`src/core/ppg_pkg.sv`:
```
// Package for the paired PWM generator: register map, control fields, carriers
package ppg_pkg;

  // Geometry
  localparam int unsigned NPAIR = 4;
  localparam int unsigned DW = 16;

  // Register byte offsets
  localparam logic [7:0] CTRL_OFS = 8'h00;
  localparam logic [7:0] STAT_OFS = 8'h08;
  localparam logic [7:0] PAIR_BASE = 8'h10;
  localparam logic [7:0] CNT_BASE = 8'h50;
  localparam logic [7:0] CNT_END = 8'h60;

  // Control register fields
  localparam int unsigned EN_BIT = 0;
  localparam int unsigned BRIDGE_MODE_SELECT_BIT = 1;
  localparam int unsigned DIR_BIT = 2;
  localparam int unsigned LOAD_BIT = 3;
  localparam int unsigned HOFF_BIT = 4;
  localparam int unsigned POINV_BIT = 5;
  localparam int unsigned PRE_LSB = 6;
  localparam int unsigned PRE_MSB = 8;
  localparam int unsigned ENA_BIT = 9;
  localparam int unsigned IEN_BIT = 10;
  localparam logic [15:0] CTRL_RST = 16'h0012;
  localparam logic [15:0] CTRL_MASK = 16'h07FF;

  // Status register fields: bits 3..0 pair wrap, bit 4 trip
  localparam int unsigned TRIP_BIT = 4;
  localparam logic [4:0] STAT_RST = 5'h00;

  // Output patterns
  localparam logic [7:0] OUT_OFF = 8'h55;
  localparam logic [7:0] OUT_RST = 8'h00;

  // Compare set of one pair, field index 0..3 = rise, fall, low fall, length
  typedef struct packed {
    logic [15:0] len;
    logic [15:0] com2;
    logic [15:0] com1;
    logic [15:0] com0;
  } ppg_pair_s;

  // Register port request
  typedef struct packed {
    logic [7:0] addr;
    logic [15:0] wdata;
    logic we;
    logic re;
  } ppg_bus_s;

  // Low-bit mask of width sh, used by both clock dividers
  function automatic logic [7:0] ppg_mask(input logic [3:0] sh);
    ppg_mask = 8'((16'h0001 << sh) - 16'h0001);
  endfunction : ppg_mask

endpackage : ppg_pkg

```
`src/core/ppg_core.sv`:
```
// Paired PWM generator: four counter pairs, bridge decoding, trip and register port
//
// Overview of operation
// RULE1 - Eight outputs as four high/low pairs
// RULE2 - Pairs 0,1 bridge capable; 2,3 standard
// RULE3 - Bridge mode selected after reset
// RULE4 - Trip falling edge shuts down at once
// RULE5 - Trip forces high sides high, lows low
// RULE6 - Trip raises interrupt toward software
// RULE7 - Count clock is base divided 2..256
// RULE8 - Prescale code in control bits 8:6
// RULE9 - Base clock from external three-bit divider
// RULE10 - Independent counter, period from length register
// RULE11 - Sixteen-bit counters compared against compare values
// RULE12 - Low side rises at period length
// RULE13 - Low side falls at third compare or high fall
// RULE14 - High side rises first, falls second compare
// RULE15 - Period is length plus one ticks
// RULE16 - Low-side high time from length and compares
// RULE17 - High-side low time first minus second compare
// RULE18 - Software keeps high time above low time
// RULE19 - Standard mode: each pair own registers
// RULE20 - Period per pair, duty per output
// RULE21 - Codes 000..111 give divide 2..256
// RULE22 - Load bit transfers compares, self clears; code clears the bit in standard mode only, in bridge mode it stays set
// RULE23 - Master enable gates all outputs
// RULE24 - Pair interrupt on wrap, write-one clear; code raises no pair 1 interrupt in bridge mode
// RULE25 - Count up from zero, wrap after length
// RULE26 - Registered outputs change on clock only
`timescale 1ns/100ps
module ppg_core (
  // Clock, reset, enable
  input wire logic clk_i,
  input wire logic nrst_i,
  input wire logic en_i,
  // Register port
  input wire ppg_pkg::ppg_bus_s bus_i,
  output logic [15:0] rdata_o,
  // Base clock divider select, held in the clock controller
  input wire logic [2:0] clock_divider_control_i,
  // Fault trip pin, asynchronous
  input wire logic fault_trip_input_i,
  // Modulated outputs, even = high side, odd = low side
  output logic [7:0] pwm_o,
  // Interrupt levels
  output logic irq_trip_o,
  output logic [3:0] irq_pair_o
);

  // State
  logic [15:0] ctrl_q, ctrl_d;
  logic [4:0] stat_q, stat_d;
  ppg_pkg::ppg_pair_s shadow_q [ppg_pkg::NPAIR];
  ppg_pkg::ppg_pair_s active_q [ppg_pkg::NPAIR];
  logic [15:0] cnt_q [ppg_pkg::NPAIR];
  logic [3:0] hs_q, ls_q, wrap, loaded_q, load_now;
  logic [7:0] out_q, out_d;
  logic [7:0] base_div_q, pre_div_q;
  logic trip_s1_q, trip_s2_q, trip_s3_q;
  logic [15:0] rdata_q, rdata_d;

  // Register decode
  wire logic [7:0] addr = bus_i.addr;
  wire logic [7:0] rel_pair = 8'(addr - ppg_pkg::PAIR_BASE);
  wire logic [7:0] rel_cnt = 8'(addr - ppg_pkg::CNT_BASE);
  wire logic aligned = (addr[1:0] == 2'b00);
  wire logic hit_ctrl = aligned && (addr == ppg_pkg::CTRL_OFS);
  wire logic hit_stat = aligned && (addr == ppg_pkg::STAT_OFS);
  wire logic hit_pair = aligned && (addr >= ppg_pkg::PAIR_BASE) && (addr < ppg_pkg::CNT_BASE);
  wire logic hit_cnt = aligned && (addr >= ppg_pkg::CNT_BASE) && (addr < ppg_pkg::CNT_END);
  wire logic [1:0] pidx = rel_pair[5:4];
  wire logic [1:0] fidx = rel_pair[3:2];
  wire logic [1:0] cidx = rel_cnt[3:2];
  wire logic [5:0] fsel = {fidx, 4'h0};

  // Control fields
  wire logic run = ctrl_q[ppg_pkg::EN_BIT];
  wire logic bridge = ctrl_q[ppg_pkg::BRIDGE_MODE_SELECT_BIT];
  wire logic ien = ctrl_q[ppg_pkg::IEN_BIT];
  wire logic load_req = ctrl_q[ppg_pkg::LOAD_BIT];
  wire logic [2:0] pre_sel = ctrl_q[ppg_pkg::PRE_MSB:ppg_pkg::PRE_LSB];

  // Clock dividers: base tick from external code, then prescale by 2^(sel+1)
  wire logic [7:0] base_mask = ppg_pkg::ppg_mask({1'b0, clock_divider_control_i});
  wire logic [7:0] pre_mask = ppg_pkg::ppg_mask(4'({1'b0, pre_sel} + 4'h1));
  wire logic base_tick = ((base_div_q & base_mask) == base_mask); // see RULE9
  wire logic pre_tick = base_tick && ((pre_div_q & pre_mask) == pre_mask); // see RULE7 see RULE21

  // Prescale dividers free-run so a new code takes effect without a reset
  always_ff @(posedge clk_i) begin
    if (!nrst_i) begin
      base_div_q <= 8'h00;
      pre_div_q <= 8'h00;
    end else if (en_i) begin
      base_div_q <= 8'(base_div_q + 8'h01);
      if (base_tick) begin
        pre_div_q <= 8'(pre_div_q + 8'h01); // see RULE8
      end
    end
  end

  // Trip pin synchroniser plus edge stage; the second and third flops are compared for the edge
  always_ff @(posedge clk_i) begin
    if (!nrst_i) begin
      trip_s1_q <= 1'b1;
      trip_s2_q <= 1'b1;
      trip_s3_q <= 1'b1;
    end else if (en_i) begin
      trip_s1_q <= fault_trip_input_i;
      trip_s2_q <= trip_s1_q;
      trip_s3_q <= trip_s2_q;
    end
  end

  wire logic trip_fall = trip_s3_q && !trip_s2_q; // see RULE4

  // Load completes once every pair has taken its new values (standard mode only)
  wire logic load_done = load_req && !bridge && ((loaded_q | load_now) == 4'hF); // see RULE22

  // Control register; trip clearing enable overrides a same-cycle write for safety
  always_comb begin
    ctrl_d = ctrl_q;
    if (load_done) begin
      ctrl_d[ppg_pkg::LOAD_BIT] = 1'b0;
    end
    if (bus_i.we && hit_ctrl) begin
      ctrl_d = bus_i.wdata & ppg_pkg::CTRL_MASK;
    end
    if (trip_fall) begin
      ctrl_d[ppg_pkg::EN_BIT] = 1'b0; // see RULE4
    end
  end

  // Status flags: hardware set wins over a write-one clear
  wire logic [3:0] wrap_irq = wrap & {4{ien}} & {2'b11, !bridge, 1'b1}; // see RULE24
  wire logic [4:0] stat_clr = (bus_i.we && hit_stat) ? bus_i.wdata[4:0] : 5'h00;
  assign stat_d = (stat_q & ~stat_clr) | {trip_fall, wrap_irq}; // see RULE6 see RULE24

  always_ff @(posedge clk_i) begin
    if (!nrst_i) begin
      ctrl_q <= ppg_pkg::CTRL_RST; // see RULE3
      stat_q <= ppg_pkg::STAT_RST;
      loaded_q <= 4'h0;
    end else if (en_i) begin
      ctrl_q <= ctrl_d;
      stat_q <= stat_d;
      // Bridge mode never tracks, so every wrap reloads while the bit stays set
      loaded_q <= (load_req && !bridge && !load_done) ? (loaded_q | load_now) : 4'h0; // see RULE22
    end
  end

  // Per-pair counter, shadow, active compares and raw waveforms
  for (genvar p = 0; p < ppg_pkg::NPAIR; p++) begin : g_pair
    logic hs_d, ls_d;
    ppg_pkg::ppg_pair_s act;
    assign act = active_q[p];
    assign wrap[p] = run && pre_tick && (cnt_q[p] == act.len); // see RULE25
    assign load_now[p] = load_req && !loaded_q[p] && (wrap[p] || !run); // see RULE22

    // Edge generation at the compare points; fall takes priority on equal values
    always_comb begin
      hs_d = hs_q[p];
      ls_d = ls_q[p];
      if (cnt_q[p] == act.com0) begin
        hs_d = 1'b1; // see RULE14
      end
      if (cnt_q[p] == act.com1) begin
        hs_d = 1'b0; // see RULE14 see RULE17
      end
      if (cnt_q[p] == act.len) begin
        ls_d = 1'b1; // see RULE12 see RULE16
      end
      if ((cnt_q[p] == act.com2) || (hs_q[p] && !hs_d)) begin
        ls_d = 1'b0; // see RULE13
      end
    end

    always_ff @(posedge clk_i) begin
      if (!nrst_i) begin
        cnt_q[p] <= 16'h0000;
        hs_q[p] <= 1'b0;
        ls_q[p] <= 1'b0;
        shadow_q[p] <= '0;
        active_q[p] <= '0;
      end else if (en_i) begin
        if (bus_i.we && hit_pair && (pidx == 2'(p))) begin
          shadow_q[p][fsel +: 16] <= bus_i.wdata;
        end
        if (load_now[p]) begin
          active_q[p] <= shadow_q[p]; // see RULE22
        end
        if (!run) begin
          cnt_q[p] <= 16'h0000;
          hs_q[p] <= 1'b0;
          ls_q[p] <= 1'b0;
        end else if (pre_tick) begin
          cnt_q[p] <= wrap[p] ? 16'h0000 : 16'(cnt_q[p] + 16'h0001); // see RULE10 see RULE11 see RULE15
          hs_q[p] <= hs_d;
          ls_q[p] <= ls_d;
        end
      end
    end
  end

  // Bridge decoding of pairs 0 and 1 from the pair 0 waveforms
  wire logic b_hs = hs_q[0];
  wire logic b_ls = ls_q[0];
  wire logic b_ena = ctrl_q[ppg_pkg::ENA_BIT];
  wire logic b_hoff = ctrl_q[ppg_pkg::HOFF_BIT];
  wire logic b_inv = ctrl_q[ppg_pkg::POINV_BIT];
  wire logic b_dir = ctrl_q[ppg_pkg::DIR_BIT];
  logic [3:0] bridge_out;
  always_comb begin
    if (b_hoff) begin
      bridge_out = 4'b0101;
    end else if (!b_ena) begin
      bridge_out = 4'b1111;
    end else begin
      case ({b_inv, b_dir})
        2'b00: bridge_out = {b_ls, b_hs, 2'b00};
        2'b01: bridge_out = {2'b00, b_ls, b_hs};
        2'b10: bridge_out = {2'b11, b_hs, b_ls};
        default: bridge_out = {b_hs, b_ls, 2'b11};
      endcase
    end
  end

  // Standard mode: each pair drives its own two outputs
  wire logic [7:0] std_out = {ls_q[3], hs_q[3], ls_q[2], hs_q[2], ls_q[1], hs_q[1], ls_q[0], hs_q[0]}; // see RULE19 see RULE20
  wire logic [7:0] mode_out = bridge ? {std_out[7:4], bridge_out} : std_out; // see RULE2
  wire logic trip_hold = stat_q[ppg_pkg::TRIP_BIT] && !run;

  // Output selection: trip off state beats disable, which beats the waveforms
  always_comb begin
    if (trip_fall || trip_hold) begin
      out_d = ppg_pkg::OUT_OFF; // see RULE5
    end else if (!run) begin
      out_d = ppg_pkg::OUT_RST; // see RULE23
    end else begin
      out_d = mode_out; // see RULE1
    end
  end

  // Read mux; unmapped addresses read zero
  always_comb begin
    rdata_d = 16'h0000;
    if (bus_i.re) begin
      if (hit_ctrl) begin
        rdata_d = ctrl_q;
      end else if (hit_stat) begin
        rdata_d = {11'h000, stat_q};
      end else if (hit_pair) begin
        rdata_d = shadow_q[pidx][fsel +: 16];
      end else if (hit_cnt) begin
        rdata_d = cnt_q[cidx];
      end
    end
  end

  // Output and read data registers, so edges are glitch free
  always_ff @(posedge clk_i) begin
    if (!nrst_i) begin
      out_q <= ppg_pkg::OUT_RST; // see RULE25
      rdata_q <= 16'h0000;
    end else if (en_i) begin
      out_q <= out_d; // see RULE26
      rdata_q <= rdata_d;
    end
  end

  assign pwm_o = out_q;
  assign rdata_o = rdata_q;
  assign irq_trip_o = stat_q[ppg_pkg::TRIP_BIT];
  assign irq_pair_o = stat_q[3:0];

  // Checks
  a_trip_off_out: assert property (@(posedge clk_i) disable iff (!nrst_i) // see RULE5
    (en_i && trip_fall) |=> (pwm_o == ppg_pkg::OUT_OFF))
    else $error("trip did not force off state");
  a_trip_stops_en: assert property (@(posedge clk_i) disable iff (!nrst_i) // see RULE4
    (en_i && trip_fall) |=> !ctrl_q[ppg_pkg::EN_BIT] && irq_trip_o)
    else $error("trip did not disable and flag");
  a_trip_latency: assert property (@(posedge clk_i) disable iff (!nrst_i) // see RULE4
    (en_i && $fell(trip_s2_q)) |=> (pwm_o == ppg_pkg::OUT_OFF))
    else $error("trip shutdown late");
  a_wrap_to_zero: assert property (@(posedge clk_i) disable iff (!nrst_i) // see RULE25
    (en_i && wrap[2]) |=> (cnt_q[2] == 16'h0000))
    else $error("counter did not wrap to zero");
  a_count_step: assert property (@(posedge clk_i) disable iff (!nrst_i) // see RULE10
    (en_i && run && pre_tick && !wrap[1] && !trip_fall) |=> (cnt_q[1] == 16'($past(cnt_q[1]) + 16'h0001)))
    else $error("counter did not step by one");
  a_disabled_low: assert property (@(posedge clk_i) disable iff (!nrst_i) // see RULE23
    (en_i && !run && !stat_q[ppg_pkg::TRIP_BIT] && !trip_fall) |=> (pwm_o == 8'h00))
    else $error("disabled outputs not low");
  a_pair3_std: assert property (@(posedge clk_i) disable iff (!nrst_i) // see RULE2
    (en_i && run && !trip_fall) |=> (pwm_o[7:6] == {$past(ls_q[3]), $past(hs_q[3])}))
    else $error("pair 3 not in standard mode");
  a_wrap_irq_set: assert property (@(posedge clk_i) disable iff (!nrst_i) // see RULE24
    (en_i && wrap[3] && ien) |=> irq_pair_o[3])
    else $error("wrap interrupt missing");
  a_load_clears: assert property (@(posedge clk_i) disable iff (!nrst_i) // see RULE22
    (en_i && load_done && !(bus_i.we && hit_ctrl)) |=> !ctrl_q[ppg_pkg::LOAD_BIT])
    else $error("load bit not cleared");
  a_prescale_div: assert property (@(posedge clk_i) disable iff (!nrst_i) // see RULE7
    (en_i && pre_tick && clock_divider_control_i == 3'h0 && pre_sel == 3'h0) |=> !pre_tick)
    else $error("prescale too fast");

  // Reset mode, edge points, bridge rows, trip hold and register port
  a_reset_bridge: assert property (@(posedge clk_i) // see RULE3
    !nrst_i |=> ctrl_q[ppg_pkg::BRIDGE_MODE_SELECT_BIT])
    else $error("bridge mode not selected by reset");
  a_high_rise_cmp: assert property (@(posedge clk_i) disable iff (!nrst_i) // see RULE14
    (en_i && run && pre_tick && (cnt_q[3] == active_q[3].com0) && (cnt_q[3] != active_q[3].com1))
    |=> hs_q[3])
    else $error("high side did not rise at first compare");
  a_low_rise_len: assert property (@(posedge clk_i) disable iff (!nrst_i) // see RULE12
    (en_i && run && pre_tick && (cnt_q[3] == active_q[3].len)
    && (cnt_q[3] != active_q[3].com2) && (cnt_q[3] != active_q[3].com1))
    |=> ls_q[3])
    else $error("low side did not rise at period length");
  a_low_follows_high: assert property (@(posedge clk_i) disable iff (!nrst_i) // see RULE13
    (en_i && run && pre_tick && hs_q[2] && (cnt_q[2] == active_q[2].com1))
    |=> !ls_q[2])
    else $error("low side stayed high after high side fell");
  a_bridge_brake: assert property (@(posedge clk_i) disable iff (!nrst_i) // see RULE2
    (en_i && run && bridge && !b_hoff && !b_ena && !trip_fall)
    |=> (pwm_o[3:0] == 4'hF))
    else $error("bridge brake row wrong");
  a_bridge_free: assert property (@(posedge clk_i) disable iff (!nrst_i) // see RULE2
    (en_i && run && bridge && b_hoff && !trip_fall)
    |=> (pwm_o[3:0] == 4'h5))
    else $error("bridge free run row wrong");
  a_trip_hold_off: assert property (@(posedge clk_i) disable iff (!nrst_i) // see RULE5
    (en_i && stat_q[ppg_pkg::TRIP_BIT] && !run)
    |=> (pwm_o == ppg_pkg::OUT_OFF))
    else $error("off state not held after trip");
  a_stat_clear: assert property (@(posedge clk_i) disable iff (!nrst_i) // see RULE24
    (en_i && bus_i.we && hit_stat && bus_i.wdata[0] && !wrap_irq[0])
    |=> !irq_pair_o[0])
    else $error("pair flag not cleared by write");
  a_read_ctrl: assert property (@(posedge clk_i) disable iff (!nrst_i)
    (en_i && bus_i.re && hit_ctrl)
    |=> (rdata_o == $past(ctrl_q)))
    else $error("control readback wrong");
  a_read_idle_zero: assert property (@(posedge clk_i) disable iff (!nrst_i)
    (en_i && !bus_i.re)
    |=> (rdata_o == 16'h0000))
    else $error("read data did not return to zero");

  c_trip_seen: cover property (@(posedge clk_i) disable iff (!nrst_i) trip_fall);
  c_pair_wrap: cover property (@(posedge clk_i) disable iff (!nrst_i) wrap[0] && ien);
  c_bridge_run: cover property (@(posedge clk_i) disable iff (!nrst_i) run && bridge && b_ena && !b_hoff);
  c_load_done: cover property (@(posedge clk_i) disable iff (!nrst_i) load_done);
  c_free_run: cover property (@(posedge clk_i) disable iff (!nrst_i) run && bridge && b_hoff);

endmodule : ppg_core

```
`config.mk`:
```
export PLATFORM = sky130hd
export DESIGN_NAME = ppg_core
export DESIGN_NICKNAME = d
export VERILOG_FILES = /design/src/core/ppg_pkg.sv /design/src/core/ppg_core.sv
export SDC_FILE = /design/constraint.sdc
export NUM_CORES = 1
export LEC_CHECK = 0
export BUFFER_PORTS_ARGS = -buffer_cell sky130_fd_sc_hd__clkbuf_2
export CAP_MARGIN = 0
export CORE_ASPECT_RATIO = 0.7
export CORE_MARGIN = 10
export CORE_UTILIZATION = 60
export CTS_CLUSTER_SIZE = 12
export DETAILED_ROUTE_END_ITERATION = 10
export GPL_TIMING_DRIVEN = 0
export PLACE_DENSITY = 0.77
export SYNTH_ARGS = -nofsm -noshare
export SYNTH_HDL_FRONTEND = slang
export SYNTH_SLANG_ARGS = --single-unit
```
`constraint.sdc`:
```
create_clock -name clk_i -period 25.8 [get_ports clk_i]
set_input_delay 7.74 -clock clk_i [delete_from_list [all_inputs] [get_ports clk_i]]
set_output_delay 7.74 -clock clk_i [all_outputs]
set_load 0.03 [all_outputs]
```
# ---- Yosys cells after proc, flatten, opt, wreduce, memory -nomap -nowiden
# Memories as Yosys holds them, arrays and structs flattened.
# Index checks and enable logic that the tools add are counted.
# Widths: inputs -> output; s select.
dict set report totals {
  reg_bits 71
  ramBits 576
  in_bits 33
  wordCells 784
  n_memories 3
}
# name depth width read_ports rd_clocked_by_memory_dff write_ports line_no
set memory_table {}
lappend memory_table {active_q 4 64 4 0 4 ppg_core.sv:54} ;# ppg_pkg::ppg_pair_s active_q [ppg_pkg::NPAIR];
lappend memory_table {shadow_q 4 64 5 0 4 ppg_core.sv:53} ;# ppg_pkg::ppg_pair_s shadow_q [ppg_pkg::NPAIR];
lappend memory_table {cnt_q 4 16 5 0 4 ppg_core.sv:55} ;# logic [15:0] cnt_q [ppg_pkg::NPAIR];
dict set report classes {
  add_sub_neg 12
  n_lt_le_gt_ge 4
  n_eq_ne 30
  shifts 5
  muxes 362
  bitwise_logic 276
  n_reduce_logical 72
}
# operator count
set op_table {}
lappend op_table {{$mux 64} 8}
lappend op_table {{$mux 1} 328}
lappend op_table {{$mux 16} 17}
lappend op_table {{$or 1x1->1} 268}
lappend op_table {{$eq 16x16->1} 16}
lappend op_table {{$add 16x1->16 const B} 4}
lappend op_table {{$shift 16x8->64 const A} 1}
lappend op_table {{$shiftx 16x8->64} 1}
lappend op_table {{$shiftx 64x7->16} 1}
lappend op_table {{$logic_and 1x1->1} 36}
lappend op_table {{$mux 4} 5}
lappend op_table {{$add 8x1->8 const B} 2}
lappend op_table {{$and 8x8->8} 2}
lappend op_table {{$eq 8x8->1} 2}
lappend op_table {{$lt 8x7->1 const B} 2}
lappend op_table {{$mux 8} 2}
lappend op_table {{$sub 8x1->8 const B} 2}
lappend op_table {{$logic_not 1->1} 12}
lappend op_table {{$ne 3x1->1 const B} 4}
lappend op_table {{$pmux 4 s3} 1}
lappend op_table {{$reduce_and 3->1} 4}
lappend op_table {{$reduce_and 2->1} 5}
lappend op_table {{$logic_or 1x1->1} 9}
lappend op_table {{$and 4x4->4} 2}
lappend op_table {{21 further kinds} 27}

# ---- Longest topological paths before layout
dict set report logic_depth {
  word_depth 16
  mapped_depth 12
  depth_no_buf 9
}

# ---- Worst setup path before layout
# No wires, ideal clock.
dict set report synth_timing {
  path_type {input to register}
  startpoint {in clock_divider_control_i[1]}
  endpoint {mem active_q[2][0] (netlist bit) (enable)}
  setup_ns 0.581
  t_arrival_ns 14.266
  required_time_ns 25.219
  setup_slack_ns 10.953
  path_stages 9
  path_cell_list {buf_6 -> or3_4 -> ha_1 -> xnor2_1 -> a2bb2oi_1 -> nand4bb_4 -> o21a_1 -> clkbuf_1 -> o31ai_1}
}
# element line_no
set synth_rtl {}
lappend synth_rtl {{start, declared} ppg_core.sv:40} ;# input wire logic [2:0] clock_divider_control_i,
lappend synth_rtl {{end, declared} ppg_core.sv:54}

# ---- Final worst setup path
dict set report layout_timing {
  startpoint {in bus_i[22] (netlist bit)}
  endpoint {reg rdata_q[0] (netlist: rdata_o[0])}
}
dict set report layout_via {
  elab_chain_len 8
  word_cells_on_any_way 20
  cone_classes {add/sub (1); order compare (4); eq/ne (1); shift (1); mux (5); reduce/logical (7); memory (1)}
}
# element line_no
set layout_rtl {}
lappend layout_rtl {{start, declared} ppg_core.sv:37} ;# input wire ppg_pkg::ppg_bus_s bus_i,
lappend layout_rtl {{branches (longest 6 deep; another with $mem_v2 4x64)} --}
lappend layout_rtl {{$mux 16 *} ppg_core.sv:248} ;# if (hit_ctrl) begin
lappend layout_rtl {{$mux 16 *} ppg_core.sv:247} ;# if (bus_i.re) begin
lappend layout_rtl {{end signal, assigned} ppg_core.sv:267} ;# rdata_q <= rdata_d;
lappend layout_rtl {{end, declared} ppg_core.sv:60} ;# logic [15:0] rdata_q, rdata_d;
# Mark *: on every way between the ends.
# A chain may end at the register's enable or synchronous reset.

==> impl_metrics.csv <==
group,metric,value,unit
job,cap_violations,5,
place,dp.cells,3386,
grt,overflow,0,
pwr,power_leakage,12.1,nW
logic_synthesis,synth_top_area_share,52.2,%
grt,track_usage,39.3,%
timing,hold_viol,0,
clocking,cts_sinks,646,
layout,fin_area,0.0367,mm2
routing,final_antenna_net_count,0,
floorplanning,die_area,0.0652,mm2
clocking,cts.path.max_buffers,3,
logic_synthesis,netlist_area,0.0331,mm2
worst_setup_path,required,26.26,ns
routing,first_pass_iters,8,
timing,min_period,12.41,ns
clocking,htree_num_levels,3,
clocking,insertion_delay,0.62,ns
logic_synthesis,synth_flop_cell,"edfxtp_1",
outcome,status,"finished, violations left",
logic_synthesis,async_flop_share,0,%
logic_synthesis,postSynthAreaPerCell,12.8,um2
outcome,violations,"max-capacitance violations, max-slew violations",
logic_synthesis,yosys-top-cells-count,"576 x edfxtp_1, 379 x nor2_1, 221 x xor2_1",
logic_synthesis,synth_top_cell_by_area,"edfxtp_1",
logic_synthesis,yosys-top-cells-area,"edfxtp_1 52%, nor4b_2 9.1%, xor2_1 5.8%",
pwr,powerDensity,63.4,mW/mm2
clocking,cts_resized,0,
floorplanning,fp.coreArea,0.0542,mm2
floorplanning,start_util,61.2,%
floorplanning,die_w,301,um
pwr,peakVddDrop,50.5,uV
worst_setup_path,arrival,12.88,ns
worst_setup_path,rrSetupSlack,20.59,ns
grt,grt_pass1_wl,177000,um
logic_synthesis,ys_seq_area_share,56.4,%
logic_synthesis,synth_edf_count,576,
worst_setup_path,cp_max_fo,10,
timing,worst_pin_slew,1.56,ns
routing,num_vias,24900,
place,dp_hpwl,95000,um
timing,fin_worst_skew,0.0201,ns
grt,grt_max_degree,44,
clocking,cts_tree,"built",
grt,antenna_found_initial,11,
floorplanning,boundaryPins,62,
timing,period_share,48.1,%
clocking,root_buffer,"clkbuf_16",
clocking,cts.clk_slew.worst_paths,0.07,ns
routing,drtIter0Drc,4640,
layout,final_cells,3502,
timing,slew_violations,29,
clocking,cts_hold_buffers,0,
timing,tns,0,ns
place,gp_congestion,1.14,
timing,rsz0062_at_grt,"false",
routing,via_per_inst,7.11,
timing,setup_viol,0,
logic_synthesis,synth_cell_types,60,
worst_setup_path,start_kind,"primary input",
layout,drive_gt1_share,17.9,%
logic_synthesis,synth_warnings,0,
routing,wl,131000,um
routing,drcViolationCount,0,
place,placed_cell_area,0.0347,mm2
clocking,cts_setup_buffers,0,
worst_setup_path,endpoint_kind,"flop",
logic_synthesis,post-synth-top-count-cell,"edfxtp_1",
routing,routedWlPerCell,37.3,um
logic_synthesis,synth_nets,2632,
logic_synthesis,syn-instance-count,2581,
floorplanning,num_rows,71,
layout,fin_nets,2775,
timing,fmax,80.6,MHz
timing,slew_headroom,-4.76,%
worst_setup_path,path_class,"primary input to flop",
logic_synthesis,synth-seq-cells,646,
grt,grt_pass1_vias,22800,
min_path,hp-class,"flop to flop",
floorplanning,die_h,217,um
place,port_buffers,60,
clocking,cts_buffers,66,
layout,syn2layout_area_growth,10.6,%
[critical path, stage by stage]
cell      delay [ns]
clkbuf_2        0.21
buf_2           0.50
buf_2           0.55
inv_1           0.17
ha_1            0.34
clkbuf_1        0.46
buf_1           0.69
buf_1           0.89
mux4_2          0.42
a221oi_1        0.74
o211ai_1        0.14
[report_power, final]
| part | switching (W) | internal [W] |
|---|---|---|
| Sequential | 0.0000287 | 0.00118 |
| Combinational | 0.000150 | 0.0000692 |
| Clock | 0.000404 | 0.000494 |
| Total | 0.000583 | 0.00174 |
[cell families (layout without fill, tap and decap cells)]
logic type	count (synthesis)	in the layout	synth area share (%)
adder cells (fa/ha/maj)	18	18	0.680
XOR/XNOR	319	319	8.43
AND/OR/NAND/NOR	1037	1037	21.0
buffers and inverters	278	459	3.73
other	1	11	0.0113
flip-flops	646	646	56.4
AO/OA/AOI/OAI	188	188	3.65
multiplexers	94	94	6.05
[flip-flops by register name, indices dropped and copies added, names as in the netlist, 4 cells and up]
| register | cells |
|---|---|
| active_q | 256 |
| base_div_q | 7 |
| cnt_q | 64 |
| ctrl_q | 11 |
| loaded_q | 4 |
| pre_div_q | 8 |
| pwm_o | 8 |
| rdata_o | 16 |
| shadow_q | 256 |
| stat_q | 5 |
[final cells by class]
class	instances	area, um2
clock inverter	6	45.0
fill	3971	17500
multi-input combinational	1657	13300
clock buffer	100	1850
antenna	10	25.0
sequential	646	18700
inverter	48	180
timing repair buffer	75	608
tap	730	913
buffer	230	1050
[cell usage in the layout, fill, tap and decap left out, types with 56 or more instances in the layout]
cell type	instances
mux4_2	85
nor2_1	379
xnor2_1	98
nor4b_2	201
clkbuf_1	209
nor4b_1	56
clkbuf_2	62
dfxtp_1	70
clkbuf_16	68
edfxtp_1	576
xor2_1	221
nand2_1	181
[routing by layer]
metal	global-route usage, %	vias to the layer above	part of all wire [%]
li1	-	9845	-
met1	52.1	12300	36
met2	50.2	2340	38
met3	22.6	380	20
met4	19.9	2	6.2
met5	0	-	0.0099
[stage by stage]
| stage | power [W] | hold WS [ns] | utilization (%) | setup slack, ns |
|---|---|---|---|---|
| final | 0.00232 | 0.464 | 67.6 | 13.39 |
| after global routing | 0.00236 | 0.494 | 67.6 | 13.51 |
| after CTS | 0.00230 | 0.467 | 67.6 | 13.80 |
| after detailed placement | 0.00143 | 0.454 | 64.1 | 13.17 |
| after global placement | 0.00142 | 0.442 | 63.4 | 7.35 |
| after floorplan | 0.00133 | 0.441 | - | 10.95 |
[worst paths after layout]
kind / to / cells after the start / from
worst max-delay path: rdata_o[0] / 11 / bus_i[22]
worst min-delay path: rdata_o[4] / 2 / rdata_o[4]
worst max register to register: active_q[0][39] / 10 / cnt_q[0][3]
worst min register to register: rdata_o[4] / 2 / rdata_o[4]
No activity file was read; power rests on OpenSTA's default activity.
